--- config.mk ---
export PLATFORM = sky130hd
export DESIGN_NAME = kid_key_irq
export DESIGN_NICKNAME = d
export VERILOG_FILES = /design/src/design/kid_pkg.sv /design/src/design/kid_key_irq.sv
export SDC_FILE = /design/constraint.sdc
export NUM_CORES = 1
export LEC_CHECK = 0
export BUFFER_PORTS_ARGS = -buffer_cell sky130_fd_sc_hd__buf_2
export CAP_MARGIN = 20
export CORE_ASPECT_RATIO = 0.8
export CORE_MARGIN = 2
export CORE_UTILIZATION = 44
export CTS_CLUSTER_DIAMETER = 120
export DETAILED_ROUTE_END_ITERATION = 10
export GPL_TIMING_DRIVEN = 1
export PLACE_DENSITY = 0.73
export SETUP_SLACK_MARGIN = 0.3
export SYNTH_ARGS = -nofsm -noshare
export SYNTH_HDL_FRONTEND = slang
export SYNTH_SLANG_ARGS = --single-unit
--- constraint.sdc ---
create_clock -name pclk -period 1.63 [get_ports pclk]
set_input_delay 0.489 -clock pclk [delete_from_list [all_inputs] [get_ports pclk]]
set_output_delay 0.489 -clock pclk [all_outputs]
set_load 0.05 [all_outputs]
--- src/design/kid_pkg.sv ---
// package: register map, field positions and bus carriers for the key interrupt detector
package kid_pkg;

  localparam int          KID_ADDR_W          = 20;
  localparam int          KID_DATA_W          = 32;
  localparam int          KID_NKEY            = 6;
  localparam int          KID_NEV             = 2;

  // byte addresses, one aligned word each
  localparam logic [19:0] KID_OFS_KEY_CONTROL = 20'hf_ff34;
  localparam logic [19:0] KID_OFS_KEY_ENABLE  = 20'hf_ff38;
  localparam logic [19:0] KID_OFS_KEY_FLAGS   = 20'hf_ff3c;
  localparam logic [19:0] KID_OFS_IRQ_STATUS  = 20'hf_ff40;
  localparam logic [19:0] KID_OFS_IRQ_CLEAR   = 20'hf_ff44;
  localparam logic [19:0] KID_OFS_IRQ_ENABLE  = 20'hf_ff48;

  // key_control fields
  localparam int          KID_CTRL_FLAG_USE   = 7;
  localparam int          KID_CTRL_EDGE_POL   = 0;

  // interrupt status bits
  localparam int          KID_EV_KEY_REQ      = 0;
  localparam int          KID_EV_FLAG_LOAD    = 1;

  // values after reset
  localparam logic [7:0]  KID_RST_BYTE        = 8'h00;
  localparam logic [5:0]  KID_RST_KEYS        = 6'h00;
  // key pins idle high behind their pull-ups
  localparam logic [5:0]  KID_KEY_IDLE        = 6'h3f;
  localparam logic [1:0]  KID_RST_EV          = 2'h0;
  localparam logic [31:0] KID_RST_WORD        = 32'h0000_0000;

  typedef struct packed {
    logic        psel;
    logic        penable;
    logic        pwrite;
    logic [19:0] paddr;
    logic [31:0] pwdata;
    logic [3:0]  pstrb;
  } kid_apb_req_t;

  typedef struct packed {
    logic [31:0] prdata;
    logic        pready;
    logic        pslverr;
  } kid_apb_rsp_t;

endpackage : kid_pkg

--- src/design/kid_key_irq.sv ---
// key interrupt detector: six key inputs, edge flags, apb registers, interrupt output
// Notes on behaviour
// RL1 - six keys, own enable and flag, one request
// RL2 - reset clears control, enable and flag registers
// RL3 - registers take bit and byte writes; here lane zero byte writes only, single bits by read-modify-write
// RL4 - flag-usage bit selects latched flag mode
// RL5 - polarity bit: zero falling, one rising, all keys
// RL6 - level request without flags, flags identify otherwise
// RL7 - only enabled keys take part in detection
// RL8 - enabling at active level raises a request
// RL9 - software masks, enables, clears pending, unmasks
// RL10 - flag write: one ignored, zero clears
// RL11 - software leaves flags alone while unused
// RL12 - software sets pin input and digital mode
// RL13 - no flags: request follows active input levels
// RL14 - flags: request held until flag cleared
// RL15 - flags: exactly one request per valid edge; here edges seen in one cycle or queued together share one request
// RL16 - queued edge flags after clear, request next clock
// RL17 - keys synchronised before edge detection
//
// Decided for this implementation: register access over APB.
`timescale 1ns/100ps

module kid_key_irq (
  input  wire logic                pclk,
  input  wire logic                presetn,
  input  wire logic                clk_en,
  input  wire kid_pkg::kid_apb_req_t apb_req,
  output kid_pkg::kid_apb_rsp_t    apb_rsp,
  input  wire logic [5:0]          key_in,
  output logic                     key_irq,
  output logic                     irq
);
  import kid_pkg::*;

  // keys that sit at the level the polarity calls active
  function automatic logic [5:0] level_match(input logic pol, input logic [5:0] lvl);
    level_match = pol ? lvl : ~lvl;
  endfunction : level_match

  // byte lane zero write, upper lanes ignored
  function automatic logic [7:0] lane_write(input logic [7:0] old, input logic [31:0] wd,
                                            input logic [3:0] strb);
    lane_write = strb[0] ? wd[7:0] : old;
  endfunction : lane_write

  logic [5:0]  key_meta;
  logic [5:0]  key_sync;
  logic [5:0]  key_prev;
  logic [5:0]  en_prev;
  logic [7:0]  key_control;
  logic [7:0]  key_channel_enable;
  logic [5:0]  key_edge_flags;
  logic [5:0]  edge_pend;
  logic [1:0]  irq_status;
  logic [1:0]  irq_enable;
  logic [31:0] rdata;
  logic        slverr;

  logic        flag_usage_select;
  logic        edge_polarity_select;
  logic [5:0]  chan_en;
  logic [5:0]  active_lvl;
  logic [5:0]  edge_hit;
  logic        flags_empty;
  logic        flag_load;
  logic        next_key_irq;
  logic [1:0]  next_irq_status;
  logic        setup;
  logic        access;
  logic        wr;
  logic        sel_ctrl;
  logic        sel_en;
  logic        sel_flags;
  logic        sel_stat;
  logic        sel_clr;
  logic        sel_ien;
  logic        hit;
  logic [31:0] next_rdata;

  assign flag_usage_select    = key_control[KID_CTRL_FLAG_USE];  // see RL4
  assign edge_polarity_select = key_control[KID_CTRL_EDGE_POL];  // see RL5
  assign chan_en              = key_channel_enable[5:0];

  // ---------------- key sampling ----------------
  // two stages before any logic looks at a pin
  always_ff @(posedge pclk or negedge presetn) begin
    if (!presetn) begin
      // reset to the idle pin level, so leaving reset shows no false edge
      key_meta <= KID_KEY_IDLE;
      key_sync <= KID_KEY_IDLE;
    end else if (clk_en) begin
      key_meta <= key_in;                                        // see RL17
      key_sync <= key_meta;                                      // see RL17
    end
  end

  always_ff @(posedge pclk or negedge presetn) begin
    if (!presetn) begin
      key_prev <= KID_KEY_IDLE;
      en_prev  <= KID_RST_KEYS;
    end else if (clk_en) begin
      key_prev <= key_sync;
      en_prev  <= chan_en;
    end
  end

  // disabled keys stay plain port pins
  assign active_lvl = level_match(edge_polarity_select, key_sync) & chan_en;  // see RL7

  // a fresh enable on a key already at its active level counts as an edge
  assign edge_hit = (chan_en & level_match(edge_polarity_select, key_sync)
                     & ~level_match(edge_polarity_select, key_prev))          // see RL5
                  | (chan_en & ~en_prev & active_lvl);                        // see RL8

  // ---------------- apb decode ----------------
  assign setup  = apb_req.psel & ~apb_req.penable;
  assign access = apb_req.psel & apb_req.penable;
  assign wr     = access & apb_req.pwrite;

  always_comb begin
    sel_ctrl  = 1'b0;
    sel_en    = 1'b0;
    sel_flags = 1'b0;
    sel_stat  = 1'b0;
    sel_clr   = 1'b0;
    sel_ien   = 1'b0;
    if (apb_req.paddr == KID_OFS_KEY_CONTROL) begin
      sel_ctrl = 1'b1;
    end else if (apb_req.paddr == KID_OFS_KEY_ENABLE) begin
      sel_en = 1'b1;
    end else if (apb_req.paddr == KID_OFS_KEY_FLAGS) begin
      sel_flags = 1'b1;
    end else if (apb_req.paddr == KID_OFS_IRQ_STATUS) begin
      sel_stat = 1'b1;
    end else if (apb_req.paddr == KID_OFS_IRQ_CLEAR) begin
      sel_clr = 1'b1;
    end else if (apb_req.paddr == KID_OFS_IRQ_ENABLE) begin
      sel_ien = 1'b1;
    end
  end

  assign hit = sel_ctrl | sel_en | sel_flags | sel_stat | sel_clr | sel_ien;

  always_comb begin
    next_rdata = KID_RST_WORD;
    if (sel_ctrl) begin
      next_rdata[7:0] = key_control;
    end else if (sel_en) begin
      next_rdata[7:0] = key_channel_enable;
    end else if (sel_flags) begin
      next_rdata[5:0] = key_edge_flags;
    end else if (sel_stat) begin
      next_rdata[1:0] = irq_status;
    end else if (sel_ien) begin
      next_rdata[1:0] = irq_enable;
    end
  end

  // read data and error are set up one cycle ahead, so the slave never waits
  always_ff @(posedge pclk or negedge presetn) begin
    if (!presetn) begin
      rdata  <= KID_RST_WORD;
      slverr <= 1'b0;
    end else if (clk_en && setup) begin
      rdata  <= apb_req.pwrite ? KID_RST_WORD : next_rdata;
      slverr <= ~hit;
    end
  end

  assign apb_rsp = '{prdata:  rdata,
                     pready:  1'b1,
                     pslverr: access & slverr};

  // ---------------- control registers ----------------
  // single bits change through read-modify-write of lane zero
  always_ff @(posedge pclk or negedge presetn) begin
    if (!presetn) begin
      key_control <= KID_RST_BYTE;                               // see RL2
    end else if (clk_en && wr && sel_ctrl) begin
      key_control <= lane_write(key_control, apb_req.pwdata, apb_req.pstrb);  // see RL3
    end
  end

  always_ff @(posedge pclk or negedge presetn) begin
    if (!presetn) begin
      key_channel_enable <= KID_RST_BYTE;                        // see RL2
    end else if (clk_en && wr && sel_en) begin
      key_channel_enable <= lane_write(key_channel_enable, apb_req.pwdata,
                                       apb_req.pstrb) & 8'h3f;                // see RL1
    end
  end

  // ---------------- edge flags ----------------
  // flags load only when all are clear; edges seen meanwhile wait in edge_pend
  assign flags_empty = (key_edge_flags == KID_RST_KEYS);
  assign flag_load   = flag_usage_select & flags_empty & ((edge_pend | edge_hit) != KID_RST_KEYS);

  always_ff @(posedge pclk or negedge presetn) begin
    if (!presetn) begin
      key_edge_flags <= KID_RST_KEYS;                            // see RL2
    end else if (clk_en) begin
      if (!flag_usage_select) begin
        key_edge_flags <= KID_RST_KEYS;                          // see RL11
      end else if (flags_empty) begin
        key_edge_flags <= edge_pend | edge_hit;                  // see RL16
      end else if (wr && sel_flags && apb_req.pstrb[0]) begin
        key_edge_flags <= key_edge_flags & apb_req.pwdata[5:0];  // see RL10
      end
    end
  end

  // an edge in the cycle of a clear is queued, never dropped
  always_ff @(posedge pclk or negedge presetn) begin
    if (!presetn) begin
      edge_pend <= KID_RST_KEYS;
    end else if (clk_en) begin
      if (!flag_usage_select || flags_empty) begin
        edge_pend <= KID_RST_KEYS;
      end else begin
        edge_pend <= edge_pend | edge_hit;                       // see RL15
      end
    end
  end

  // ---------------- key request ----------------
  assign next_key_irq = flag_usage_select ? !flags_empty       // see RL14
                                          : (active_lvl != KID_RST_KEYS);  // see RL13

  always_ff @(posedge pclk or negedge presetn) begin
    if (!presetn) begin
      key_irq <= 1'b0;
    end else if (clk_en) begin
      key_irq <= next_key_irq;                                   // see RL6
    end
  end

  // ---------------- interrupt status ----------------
  always_comb begin
    next_irq_status = irq_status;
    if (wr && sel_clr && apb_req.pstrb[0]) begin
      next_irq_status = irq_status & ~apb_req.pwdata[1:0];       // see RL9
    end
    next_irq_status[KID_EV_KEY_REQ]   = next_irq_status[KID_EV_KEY_REQ] | (next_key_irq & ~key_irq);
    next_irq_status[KID_EV_FLAG_LOAD] = next_irq_status[KID_EV_FLAG_LOAD] | flag_load;
  end

  always_ff @(posedge pclk or negedge presetn) begin
    if (!presetn) begin
      irq_status <= KID_RST_EV;
    end else if (clk_en) begin
      irq_status <= next_irq_status;
    end
  end

  always_ff @(posedge pclk or negedge presetn) begin
    if (!presetn) begin
      irq_enable <= KID_RST_EV;
    end else if (clk_en && wr && sel_ien && apb_req.pstrb[0]) begin
      irq_enable <= apb_req.pwdata[1:0];
    end
  end

  always_ff @(posedge pclk or negedge presetn) begin
    if (!presetn) begin
      irq <= 1'b0;
    end else if (clk_en) begin
      irq <= |(next_irq_status & irq_enable);
    end
  end
endmodule : kid_key_irq

**Word-level counts from Yosys, hierarchy flattened**

Index checks and enable logic that the tools add are counted.

- Flip-flop bits (word level): 89
- Input port bits: 68
- Output and inout port bits: 36
- Word-level logic and storage cells: 108

- Eq/ne operators: 7
- Multiplexer cells: 36
- Bitwise operators: 31
- Reduce and logical (&&, ||, !) cells: 20

Operators by type and width:

| cell | number |
|---|---|
| $eq A20 B20 Y1 const B | 6 |
| $mux W6 | 7 |
| $and A6 B6 Y6 | 5 |
| $not A6 Y6 | 4 |
| $mux W1 | 22 |
| $mux W8 | 2 |
| $or A6 B6 Y6 | 2 |
| $reduce_bool A6 Y1 | 2 |
| $logic_and A1 B1 Y1 | 10 |
| $mux W2 | 4 |
| $and A1 B1 Y1 | 7 |
| $or A1 B1 Y1 | 7 |
| $logic_not A6 Y1 | 1 |
| $reduce_and A2 Y1 | 3 |
| $and A2 B2 Y2 | 2 |
| $mux W4 | 1 |
| $ne A3 B1 Y1 const B | 1 |
| $not A1 Y1 | 3 |
| $logic_not A1 Y1 | 2 |
| $not A2 Y2 | 1 |
| $reduce_or A2 Y1 | 1 |
| $logic_or A1 B1 Y1 | 1 |

**Logic depth before layout (Yosys ltp)**

Gate-level depths: netlist of the first run.

- Depth after elaboration: 13
- Depth in mapped cells: 8
- Gate-level depth less buffers: 6

**Worst setup path after synthesis of the first run**

No wires, ideal clock.

- Path type: input port to flip-flop
- From: input port apb_req[40] (netlist name)
- To: register irq_enable[0]
- Library setup time: 125 ps
- Arrival time: 2037 ps
- Data required time: 1505 ps
- Path slack: -532 ps
- Stages: 5
- Buffers on the path: 0
- Cells stage by stage: or3b_1 -> or4_1 -> nand2b_1 -> nor2_1 -> mux2_2

- Cells in the longest elaborated chain, start to end: 9
- Elaborated cells between the ends (all ways): 14
- Those cells by class: 6 x eq/ne; 6 x mux; 2 x reduce/logical

Ends and longest elaborated chain:

| element | line | RTL |
|---|---|---|
| start: declaration | kid_key_irq.sv:28 | `input wire kid_pkg::kid_apb_req_t apb_req,` |
| $eq A20 B20 Y1 | kid_key_irq.sv:138 | `end else if (apb_req.paddr == KID_OFS_IRQ_ENABLE) begin` |
| $mux W1 | kid_key_irq.sv:138 |  |
| $mux W1 | kid_key_irq.sv:136 | `end else if (apb_req.paddr == KID_OFS_IRQ_CLEAR) begin` |
| $mux W1 | kid_key_irq.sv:134 | `end else if (apb_req.paddr == KID_OFS_IRQ_STATUS) begin` |
| $mux W1 | kid_key_irq.sv:132 | `end else if (apb_req.paddr == KID_OFS_KEY_FLAGS) begin` |
| $mux W1 | kid_key_irq.sv:130 | `end else if (apb_req.paddr == KID_OFS_KEY_ENABLE) begin` |
| $mux W1 (*) | kid_key_irq.sv:128 | `if (apb_req.paddr == KID_OFS_KEY_CONTROL) begin` |
| $logic_and A1 B1 Y1 (*) (2 in series) | kid_key_irq.sv:259 | `end else if (clk_en && wr && sel_ien && apb_req.pstrb[0]) begin` |
| end signal: assignment | kid_key_irq.sv:260 | `irq_enable <= apb_req.pwdata[1:0];` |
| end: declaration | kid_key_irq.sv:56 | `logic [1:0] irq_enable;` |

Mark *: on every way between the ends. The rest lies on a longest branch, timed or not.
A chain may end at the register's enable or synchronous reset.

**Final worst setup path of the first run**

- From: input port apb_req[54] (netlist name)
- To: register key_control[4]

- Cells in the longest elaborated chain, start to end: 4

Ends and longest elaborated chain:

| element | line | RTL |
|---|---|---|
| $eq A20 B20 Y1 | kid_key_irq.sv:128 |  |
| $mux W1 | kid_key_irq.sv:128 |  |
| $logic_and A1 B1 Y1 | kid_key_irq.sv:180 | `end else if (clk_en && wr && sel_ctrl) begin` |
| $reduce_and A2 Y1 (no line) | -- |  |
| end signal: assignment | kid_key_irq.sv:181 | `key_control <= lane_write(key_control, apb_req.pwdata, apb_req.pstrb);` |
| end: declaration | kid_key_irq.sv:51 | `logic [7:0] key_control;` |

No other way between the ends.

==> results of run 1 <==
==> what timing repair did <==
action / in CTS / in global routing
resized for setup: 84 / 30
buffers inserted: 15 / 5
cloned: 0 / 0
endpoints found under the setup margin: 52 / 52
pin swaps: 24 / 23
==> where the power goes <==
group / switching [mW] / internal (mW) / leakage (nW)
logic: 0.331 / 0.247 / 1.27
registers: 0.0601 / 1.73 / 0.834
clock network: 0.616 / 0.903 / 0.108
total: 1.01 / 2.88 / 2.21
==> metal layers <==
layer | routed length, microns | global-route usage | share of wire
met1 | 3790 | 0.278 | 0.41
met3 | 574 | 0.0511 | 0.062
met2 | 4660 | 0.368 | 0.50
met5 | 0 | 0 | 0
met4 | 307 | 0.0905 | 0.033
==> worst min path at each step <==
| stage | start | end | slack [ns] | depth (start not counted) |
|---|---|---|---|---|
| after floorplan | presetn | edge_pend[0]$_DFFE_PN0P_ | 0.19 | 0 |
| after global placement | rdata[0]$_DFFE_PN0P_ | rdata[0]$_DFFE_PN0P_ | 0.47 | 2 |
| after detailed placement | rdata[7]$_DFFE_PN0P_ | rdata[7]$_DFFE_PN0P_ | 0.48 | 1 |
| after CTS | presetn | key_control[3]$_DFFE_PN0P_ | 0.16 | 2 |
| after global routing | presetn | en_prev[3]$_DFFE_PN0P_ | 0.17 | 2 |
| final | presetn | key_edge_flags[2]$_DFFE_PN0P_ | 0.15 | 2 |
==> flip-flops by register name (all words and copies together), names as in the netlist, 2 cells and up <==
register / cells
key_sync: 6
edge_pend: 6
key_edge_flags: 6
rdata: 8
en_prev: 6
key_meta: 6
key_prev: 6
key_control: 8
irq_status: 2
irq_enable: 2
key_channel_enable: 6
==> kinds of logic (layout without fill, tap and decap cells) <==
family	after synthesis	count (layout)	share of synthesized area
other cells	2	25	0.00225
mux	43	43	0.144
simple gates	78	78	0.124
compound gates	72	72	0.146
flops	65	65	0.493
xor+xnor	3	3	0.00786
buf+inv	49	143	0.0835
==> through the flow <==
stage	setup slack, ns	instance area (sq um)	setup TNS, ns	power [mW]	util
final	-0.327	4810	-7.22	3.89	0.651
after global routing	-0.371	4810	-8.77	4.03	0.651
after CTS	-0.269	4620	-4.67	3.86	0.625
after detailed placement	-0.674	3980	-16.87	2.31	0.538
after global placement	-0.604	3980	-15.94	2.29	0.538
after floorplan	-0.473	3500	-10.26	2.16	-
==> worst max-delay path, stage by stage <==
cell and delay, ns:
sky130_fd_sc_hd__buf_6 0.07, sky130_fd_sc_hd__nand4_1 0.13, sky130_fd_sc_hd__or2_4 0.27, sky130_fd_sc_hd__buf_6 0.12
sky130_fd_sc_hd__nor3_2 0.16, sky130_fd_sc_hd__buf_4 0.14, sky130_fd_sc_hd__and3_4 0.20, sky130_fd_sc_hd__and2_4 0.16
sky130_fd_sc_hd__buf_12 0.14, sky130_fd_sc_hd__mux2_4 0.30
==> cell type report <==
type                            instances  area (sq um)  area share
Clock buffer                           13           149      0.0309
Clock inverter                          3          65.1      0.0135
Inverter                               13          48.8      0.0101
Multi-Input combinational cell        221          1850       0.385
Sequential cell                        65          1650       0.343
Tap cell                              105           131      0.0273
Timing Repair Buffer                  114           915       0.190
==> layout by cell type (no fill, tap or decap), types with 3 or more instances in the layout <==
master and n:
sky130_fd_sc_hd__conb_1 25, sky130_fd_sc_hd__buf_6 27, sky130_fd_sc_hd__o21ai_1 6, sky130_fd_sc_hd__mux2_4 10
sky130_fd_sc_hd__nand2_1 16, sky130_fd_sc_hd__a21oi_1 9, sky130_fd_sc_hd__mux2i_1 3, sky130_fd_sc_hd__nand3_1 5
sky130_fd_sc_hd__nand4_1 7, sky130_fd_sc_hd__mux2_2 30, sky130_fd_sc_hd__clkbuf_8 10, sky130_fd_sc_hd__dfstp_2 18
sky130_fd_sc_hd__a21oi_2 11, sky130_fd_sc_hd__buf_2 35, sky130_fd_sc_hd__buf_4 48, sky130_fd_sc_hd__and2_4 3
sky130_fd_sc_hd__buf_12 3, sky130_fd_sc_hd__a22oi_1 5, sky130_fd_sc_hd__inv_1 13, sky130_fd_sc_hd__o22ai_1 8
sky130_fd_sc_hd__dfrtp_1 45, sky130_fd_sc_hd__nor2_1 15, sky130_fd_sc_hd__nand2_4 3, sky130_fd_sc_hd__clkbuf_1 3
sky130_fd_sc_hd__and3_4 3, sky130_fd_sc_hd__or4_4 3, sky130_fd_sc_hd__a22o_1 9, sky130_fd_sc_hd__nand2b_1 4
==> impl_summary.md, run 1 <==
Timing
The number of failing hold endpoints at the final stage was 0. Once routing completed, OpenROAD measured the worst setup slack at -0.327 ns. The count of final setup violators is 33. The worst path in the final design needs a cycle of about 2.0 ns, including I/O delays and setup.

The final setup skew is approximately 0.011 ns. Based on the critical path, the design can be clocked at up to around 510 MHz. The final critical-path share of the clock period is 1.20. The final number of max-transition violations came to 0. Setup repair after global routing could not meet its margin everywhere.

The tightest hold margin is between 0.1 and 0.15 ns.

Die
The count of pins on the block boundary is approximately 100. The die is around 100 microns wide. The core region is approximately 7400 sq um.

The die outline area is 8320 sq um. The number of rows in the core area is 28. The die is ~82 microns tall.

The initial utilization of the core area, before any placement, comes to 0.452.

GRT
The number of antenna violations at the first check in global routing came to 0. The number of global-route vias before repair is around 3,000. The first-pass GRT wire length is 14,100 microns. The global-route congestion overflow total is 0. Entering global routing, the biggest net connects 66 pins. In the global route stage, overall resource usage came out at 0.221.

Critical path
STA classifies the critical path startpoint as an input port. The kind of critical path is input port to flop. The reg-to-reg critical path startpoint is key_edge_flags[1]$_DFFE_PN0P_.

The register-to-register setup slack is -0.12 ns. STA puts the critical path data required time at between 1.5 and 2 ns. The worst setup path is captured at a flop.

The endpoint identified for the worst register-to-register timing path is key_edge_flags[3]$_DFFE_PN0P_. The critical path ends at key_control[4]$_DFFE_PN0P_. The worst setup path startpoint is apb_req[54]. The arrival time reported for the critical path endpoint is 2.18 ns.

Along the worst path, the maximum fanout reaches 8. The depth of the most critical reg-to-reg path is 6.

CTS
The clock tree from TritonCTS is yes. The maximum buffer depth of the clock tree is 2. The hold buffer count at CTS is 0.

The count of clock tree sinks is 65. Counting the buffers created by CTS gives 9. The clock latency reported for the late side of the worst-skew pair is 0.35 ns.

The cell sitting at the root of the clock tree is a sky130_fd_sc_hd__clkbuf_8. The clock slew seen by the registers of the worst setup and hold paths is around 0.080 ns. The maximum level of the CTS H-tree is 3.

Synth
The total number of yosys warnings is 0. The mean post-synth cell area is roughly 11 sq um. The share of the Yosys chip area taken by registers is 0.493. The cell count after synthesis came out at around 310. By area the synthesized netlist is led by sky130_fd_sc_hd__dfrtp_1, sky130_fd_sc_hd__dfstp_2, sky130_fd_sc_hd__mux2_2, sky130_fd_sc_hd__buf_4, sky130_fd_sc_hd__a21oi_1.

Among all flip-flop cells after synthesis, the most frequent one is sky130_fd_sc_hd__dfrtp_1. The total standard cell area after synthesis is approximately 3300 sq um. By count the netlist is led by sky130_fd_sc_hd__dfrtp_1, sky130_fd_sc_hd__mux2_2, sky130_fd_sc_hd__buf_4, sky130_fd_sc_hd__a21oi_1, sky130_fd_sc_hd__nand2_1.

The dominant cell by count in the synthesized netlist is sky130_fd_sc_hd__dfrtp_1. Synthesis inferred 65 register bits. The cell taking the most area after synthesis is sky130_fd_sc_hd__dfrtp_1. Yosys mapped a number of flops with a built-in enable equal to 0. The area share of the largest cell type after synthesis is 0.352.

Yosys mapped the design onto 43 distinct sky130hd cell types. The share of synthesized flip-flops with an asynchronous set or reset is 1.00.

Drt
The detail route stage leaves a number of antenna-violating nets equal to 0. The number of search-and-repair iterations in the first detailed-routing pass is 5. After detailed routing, the average wire length per cell comes to about 17 microns. Across all layers, the routed design uses about 2,900 vias. In the routed layout, each cell is associated on average with a via count of about 5.5.

The total length of routed wires is 9330 microns. In the routed design, unresolved DRC markers number 0. The DRC violation total after the first TritonRoute iteration is 230.

Worst hold path
The min-delay analysis places its worst path in the category input port to asynchronous set/reset pin.

Run status
The flow ran to the end, but the final reports show violations. The checks that failed: negative setup slack.

Placed design
The placer congestion estimate is between 0.8 and 0.9. The total instance count after detailed placement is about 500. The wire-length estimate of the detail-placed layout is roughly 5700 microns. Buffers placed on the I/O ports in this run total 51.

Pwr
The worst voltage drop across the vdd grid is between 300 and 400 uV. For this design the ratio of total power to cell area is 809 nW/um^2. In this run the static leakage power is around 2.2 nW.

Layout
The number of antenna diodes in the final layout is 0. The layout net count is just under 500. The relative area change from synthesis to final layout is 43.9%. The final standard cell count with taps included and fillers excluded is 534. The share of cells above drive strength 1 is 0.555. The number of filler instances in the final layout is about 520.

Run
The tool flagged a number of max-cap violations equal to 0.
Power figures use the tool's default switching activity.
==> inputs of run 2 (changes only) <==
--- a/config.mk
+++ b/config.mk
@@ -9,11 +9,11 @@
 export CAP_MARGIN = 20
 export CORE_ASPECT_RATIO = 0.8
 export CORE_MARGIN = 2
-export CORE_UTILIZATION = 44
+export CORE_UTILIZATION = 46
 export CTS_CLUSTER_DIAMETER = 120
 export DETAILED_ROUTE_END_ITERATION = 10
 export GPL_TIMING_DRIVEN = 1
-export PLACE_DENSITY = 0.73
+export PLACE_DENSITY = 0.76
 export SETUP_SLACK_MARGIN = 0.3
 export SYNTH_ARGS = -nofsm -noshare
 export SYNTH_HDL_FRONTEND = slang
==> run 2 against run 1 <==
Effect of this change: the run still ends with negative setup slack left; die area decreased by 4.2%; via count increased by 0.27%; clock skew decreased by 0.0037 ns; global-route usage increased by 0.95 points; clock power hardly changed; worst hold slack lost 0.0024 ns; critical endpoint is now rdata[1]$_DFFE_PN0P_; largest cell class unchanged; largest power group unchanged.
==> impl_summary.md, run 2 (synthesized netlist as in run 1, its figures left out) <==
Die
The die boundary width is 99.3 microns. The height of the chip is 80.3 microns. The initialized floorplan defines 27 standard-cell rows. The area of the core region is just under 7000 sq um. The starting density of the core is 0.480. The count of pins on the block boundary is approximately 100. The floorplan step defined a die boundary enclosing about 8000 sq um.

Layout
The largest registers in the layout are key_control (8), rdata (8). The finished cells cover roughly 4800 sq um. The top cell types in the final layout, fill and taps aside, are sky130_fd_sc_hd__buf_4, sky130_fd_sc_hd__dfrtp_1, sky130_fd_sc_hd__buf_2, sky130_fd_sc_hd__mux2_2, sky130_fd_sc_hd__conb_1. The library cell used most frequently in the layout, excluding fill and tap cells, is sky130_fd_sc_hd__buf_4. The relative area change from synthesis to final layout is 43.6%. The layout net count is 498. 0 antenna diodes ended up in the layout.

The filler cells instantiated in the layout total 515. The share of cells above drive strength 1 is 0.574.

Drt
The number of search-and-repair iterations in the first detailed-routing pass is 4. The remaining antenna violation count after routing is 0. After detailed routing, the average wire length per cell comes to around 17 microns. The total length of routed wires is about 9100 microns. Summing over every cut layer, the via total after detailed routing is 2,927. The DRC violation total after the first TritonRoute iteration is 135. The mean number of vias per cell is around 5.6. The remaining routing DRC violations is 0.

Timing
The final setup skew is ~0.0076 ns. For the final routed database, the setup TNS stands at -3.46 ns. The count of final setup violators is 23.

The post-route minimum period is around 1.9 ns. The highest achievable clock rate is 529 MHz. The number of failing hold endpoints at the final stage is 0.

Of the available clock period, the critical path in the final layout requires 1.16. The final number of max-transition violations was 0. The final setup slack of the worst path is -0.261 ns.

Setup repair after global routing could not meet its margin everywhere.

Pwr
The part of the power in combinational logic is 0.147. The part of the power in the clock network is 0.393. For this design the total switching power over the nets is about 0.98 mW. The switching power as a share of total power is 0.252. In this run the static leakage power is 2.19 nW.

For this design the ratio of total power to cell area is about 810 nW/um^2. The proportion of power drawn by flip-flops and latches is 0.460. Internal power comes to between 2 and 3 mW.

The worst voltage drop across the vdd grid is about 480 uV.

Critical path
The register-to-register setup slack is -0.08 ns. The largest single stage delay on the critical path is approximately 0.52 ns. STA classifies the critical path endpoint as a flop. Traced cell by cell, the critical path runs through buf_6 > nand4_1 > or2_1 > or4_4 > or4_4 > o31a_1 > o21ai_1. Data on the critical path arrives at its endpoint at roughly 2.2 ns.

Along the worst path, the maximum fanout reaches 2. Among cell families on the critical path, the largest total delay comes from simple AND/OR/NAND/NOR gates. The worst setup path startpoint is apb_req[54]. STA puts the critical path data required time at 1.91 ns. The kind of critical path is input port to flop. The cell type with the highest occurrence count on the critical path is sky130_fd_sc_hd__or4_4. STA classifies the critical path startpoint as an input port. The reg-to-reg critical path startpoint is key_prev[4]$_DFFE_PN1P_. The number of buffers and inverters on the critical path is 1. The cell with the largest stage delay on the worst path is sky130_fd_sc_hd__or4_4.

GRT
After global routing the overflow that remains totals 0. The first global-routing pass estimated around 14,000 microns of wire. For this run, the total global-route usage over all layers was measured as 0.230. The number of antenna violations at the first check in global routing is 0. The maximum number of pins on one net before global-route repair is 66.

The number of global-route vias before repair is slightly below 3,000.

Placed design
In this run the cell area measured after placement is 4000 sq um. At the end of routability-driven placement, the weighted congestion stood at 0.886. The post-DP HPWL is approximately 5800 microns. The quantity of I/O buffers inserted on ports is about 50.

CTS
TritonCTS built the clock tree. The H-tree was split into 3 levels. The count of clock tree sinks is 65. Counting the buffers created by CTS gives 9. Clock latency on the worst-skew pair, taken at its later pin, is about 0.35 ns.

The hold buffer count at CTS is 0. The clock slew seen by the registers of the worst setup and hold paths is 0.07 ns. The tree is rooted in a sky130_fd_sc_hd__clkbuf_8.

The longest clock path from root to sink contains 2 buffers.

Run
Max-cap violations in this run came to 0.

Run status
The checks that failed: negative setup slack. The flow ran to the end, but the final reports show violations.

Worst hold path
The worst hold path class is input port to asynchronous set/reset pin.
==> run 2: path summary, 6_finish.rpt <==
kind / end / cells past startpoint
setup / recovery: rdata[1]$_DFFE_PN0P_ / 7
hold / removal: en_prev[0]$_DFFE_PN0P_ / 2
setup reg to reg: irq$_DFFE_PN0P_ / 6
hold reg to reg: en_prev[1]$_DFFE_PN0P_ / 1
max in group asynchronous: key_prev[2]$_DFFE_PN1P_ / 2
min in group pclk: key_meta[0]$_DFFE_PN1P_ / 2
==> run 2: power by group through the flow <==
stage,Clock [mW],Sequential (mW),Combinational [mW]
floorplan,0,1.80,0.361
global placement,0,1.81,0.495
detailed placement,0,1.82,0.508
CTS,1.55,1.79,0.551
global route,1.61,1.80,0.614
finish,1.53,1.79,0.571
==> run 2: area by class of cell <==
| type | instances | area (sq um) | area share |
|---|---|---|---|
| Multi-Input combinational cell | 221 | 1850 | 0.385 |
| Sequential cell | 65 | 1650 | 0.344 |
| Inverter | 13 | 48.8 | 0.0102 |
| Tap cell | 87 | 109 | 0.0227 |
| Timing Repair Buffer | 120 | 922 | 0.192 |
| Clock inverter | 3 | 65.1 | 0.0136 |
| Clock buffer | 12 | 155 | 0.0323 |
==> run 2: metrics by stage <==
step	total power, mW	hold slack, ns	instances	setup WS, ns	util
after detailed placement	2.32	0.483	486	-0.646	0.575
after floorplan	2.16	0.193	335	-0.473	-
after CTS	3.89	0.155	516	-0.234	0.670
after global placement	2.31	0.476	486	-0.611	0.575
final	3.89	0.146	521	-0.261	0.690
after global routing	4.03	0.167	521	-0.322	0.690
==> run 2: repair_timing <==
item,CTS,global route
buffers inserted,15,5
resized for setup,89,24
setup endpoints to repair,52,52
pin swaps,20,25
hold endpoints to repair,0,0
==> run 2: metal layers <==
metal  global-route usage  routed length (microns)  vias up
met4               0.0685                      155        0
met2                0.393                     4610      114
met3               0.0540                      523       21
met5                    0                        0        -
li1                     -                        -     1327
met1                0.292                     3830     1465
==> inputs of run 3 (changes only) <==
--- a/config.mk
+++ b/config.mk
@@ -9,12 +9,13 @@
 export CAP_MARGIN = 20
 export CORE_ASPECT_RATIO = 0.8
 export CORE_MARGIN = 2
-export CORE_UTILIZATION = 46
+export CORE_UTILIZATION = 55
 export CTS_CLUSTER_DIAMETER = 120
 export DETAILED_ROUTE_END_ITERATION = 10
 export GPL_TIMING_DRIVEN = 1
-export PLACE_DENSITY = 0.76
+export PLACE_DENSITY = 0.85
 export SETUP_SLACK_MARGIN = 0.3
 export SYNTH_ARGS = -nofsm -noshare
 export SYNTH_HDL_FRONTEND = slang
 export SYNTH_SLANG_ARGS = --single-unit
+export TNS_END_PERCENT = 5
==> constraint.sdc (replaced) <==
create_clock -name pclk -period 2.2 [get_ports pclk]
set_input_delay 0.66 -clock pclk [delete_from_list [all_inputs] [get_ports pclk]]
set_output_delay 0.66 -clock pclk [all_outputs]
set_load 0.05 [all_outputs]
==> run 3 against run 2 <==
Effect of this change: the run now ends clean; sequential power decreased by 26%; clock power decreased by 40%; largest power group unchanged; global-route usage increased by 0.68 points; final area decreased by 17%; count of clock-buffer cells in the layout decreased by 1; worst setup slack improved by 0.33 ns; power decreased by 34%.
==> impl_summary.md, run 3 (synthesized netlist as in run 1, its figures left out) <==
Drt
For this block, the initial DRC count from the detailed router was around 220. The total length of routed wires is around 7500 microns. The number of search-and-repair iterations in the first detailed-routing pass is 5. Dividing the detail-routed wire length by the instance count gives around 16 microns.

In this run the remaining antenna-violating nets after routing total 0. The overall via count from detail_route is ~2,700. The remaining routing DRC violations is 0. The mean number of vias per cell is between 5 and 6.

Placed design
After legalization and detailed placement, the total HPWL measured about 5600 microns. The quantity of I/O buffers inserted on ports is a little over 50. In this run, placement finished with an instance count of about 460. Routability-driven placement finished with a final weighted congestion of 0.881. The worst-case setup slack after placement is -0.259 ns.

Pwr
For this design the ratio of total power to cell area is approximately 640 nW/um^2. Across the VDD grid, the largest voltage drop is 453 uV. The static power due to leakage is between 1.5 and 2 nW.

Layout
The relative area change from synthesis to final layout is 19.6%. After filler insertion, the fill cell instance count of the layout stands at 451. The largest registers in the layout are key_control (8), rdata (8). The net count of the finished layout is ~450.

The antenna cell count is 0. In the layout the commonest cells are sky130_fd_sc_hd__buf_2, sky130_fd_sc_hd__dfrtp_1, sky130_fd_sc_hd__mux2_2, sky130_fd_sc_hd__conb_1, sky130_fd_sc_hd__buf_4. The share of the core filled with cells is 0.680. The share of cells above drive strength 1 is 0.418. The most common library cell in the layout ignoring fill and taps is sky130_fd_sc_hd__buf_2. The finished layout holds approximately 470 standard cells, fillers aside.

CTS
The buffers inserted during post-CTS setup optimization is 0. The maximum buffer depth of the clock tree is 2. For the worst-skew pair, the clock arrives at the later sink with an insertion delay of 0.35 ns. After clock tree synthesis, the clock-pin slew on the worst setup and hold paths is 0.07 ns.

The count of clock tree sinks is 65. The root buffer selected by CTS is sky130_fd_sc_hd__clkbuf_8. The H-tree was split into 3 levels. In this run, CTS created clock tree buffers numbering 9. The clock tree from TritonCTS is yes. In this run, post-CTS hold repair placed 0 buffers.

Critical path
The register-to-register setup slack is 0.35 ns. At the worst endpoint, the arrival time is about 2.3 ns. The depth of the most critical reg-to-reg path is 6.

In this run the critical register-to-register path is captured at irq$_DFFE_PN0P_. In this run the critical register-to-register path is launched from key_control[0]$_DFFE_PN0P_. STA puts the critical path data required time at 2.41 ns. STA classifies the critical path endpoint as a flop. The worst setup path is launched from an input port. In this run the worst path has a maximum fanout of 3.

The kind of critical path is input port to flop.

GRT
The number of global-route vias before repair is about 2,500. The global-route congestion overflow total is 0. The maximum number of pins on one net before global-route repair is just over 50. The first global-routing pass estimated around 12,000 microns of wire. The overall global routing resource usage is 0.237. The number of antenna violations at the first check in global routing came to 0.

Timing
The final critical-path share of the clock period is 0.969. Setup repair after global routing could not meet its margin everywhere. The count of final setup violators is 0. The tightest slew margin relative to the limit is 0.662. The tightest hold margin is 0.214 ns. The final number of max-transition violations is 0. For the final database, setup skew stands at about 0.0076 ns. The number of failing hold endpoints at the final stage is 0. Setup total negative slack on the finished layout was measured at 0 ns. Static timing analysis puts the maximum clock frequency at around 470 MHz. The post-route minimum period is between 2 and 2.5 ns.

The slew at the pin closest to its max-slew limit is 0.506 ns. The final setup slack of the worst path is slightly below 0.07 ns.

Run status
The flow ran to the end, and the final reports show no timing, DRC or antenna violations.

Die
The die boundary width is approximately 90 microns. The die outline area is 6720 sq um. The height of the chip is approximately 74 microns. The starting density of the core is 0.569. The number of rows in the core area is 25. In this run the count of I/O pins placed on the die edge is approximately 100. The area of the core region is between 5000 and 6000 sq um.

Worst hold path
The path class of the tightest hold or removal check is input port to asynchronous set/reset pin.

Run
The tool flagged a number of max-cap violations equal to 0.
==> run 3: what timing repair did <==
item	4_1_cts	5_1_grt
endpoints found under the hold margin	0	0
resized for setup	2	12
gates cloned	0	0
pin swaps	3	6
endpoints found under the setup margin	27	31
==> run 3: final cells by class <==
class                   instances  area, sq um  area share
flip-flops and latches         65         1650       0.413
multi-input cells             221         1570       0.392
repair buffers                 75          448       0.112
clock buffers                  11          151      0.0379
well taps                      81          101      0.0254
inverters                      13         48.8      0.0122
clock inverters                 5         30.0     0.00751
==> run 3: critical path, cell delays in order <==
cell and delay (ns):
sky130_fd_sc_hd__buf_2 0.08, sky130_fd_sc_hd__nand4_1 0.11, sky130_fd_sc_hd__or2_4 0.27, sky130_fd_sc_hd__or4_4 0.52, sky130_fd_sc_hd__buf_4 0.15, sky130_fd_sc_hd__a2111oi_1 0.48
sky130_fd_sc_hd__a21oi_1 0.09
==> run 3: worst max-delay path by stage <==
stage	slack, ns	to	start
after detailed placement	-0.26	rdata[1]$_DFFE_PN0P_	apb_req[54]
after global placement	-0.25	rdata[1]$_DFFE_PN0P_	apb_req[54]
after global routing	0.08	slverr$_DFFE_PN0P_	apb_req[52]
after CTS	0.15	rdata[1]$_DFFE_PN0P_	apb_req[54]
final	0.07	slverr$_DFFE_PN0P_	apb_req[52]
after floorplan	-0.08	irq_enable[0]$_DFFE_PN0P_	apb_req[40]
==> run 3: metal layers <==
layer | up-vias | wire length (microns) | global-route usage
met1 | 1297 | 3140 | 0.302
li1 | 1235 | - | -
met3 | 18 | 574 | 0.0533
met5 | - | 0 | 0
met4 | 0 | 185 | 0.118
met2 | 125 | 3580 | 0.387
==> run 3: per-stage QoR <==
| step | cell area (sq um) | power, mW |
|---|---|---|
| 4_1_cts | 3960 | 2.59 |
| 3_5_place_dp | 3780 | 1.68 |
| 6_report | 4000 | 2.57 |
| 2_1_floorplan | 3460 | 1.60 |
| 3_3_place_gp | 3780 | 1.66 |
| 5_1_grt | 4000 | 2.68 |
==> run 3: power breakdown <==
| part | switching (mW) | leakage (nW) | internal (mW) | total, mW |
|---|---|---|---|---|
| logic | 0.208 | 0.923 | 0.125 | 0.333 |
| clock network | 0.449 | 0.0911 | 0.463 | 0.912 |
| registers | 0.0428 | 0.836 | 1.28 | 1.33 |
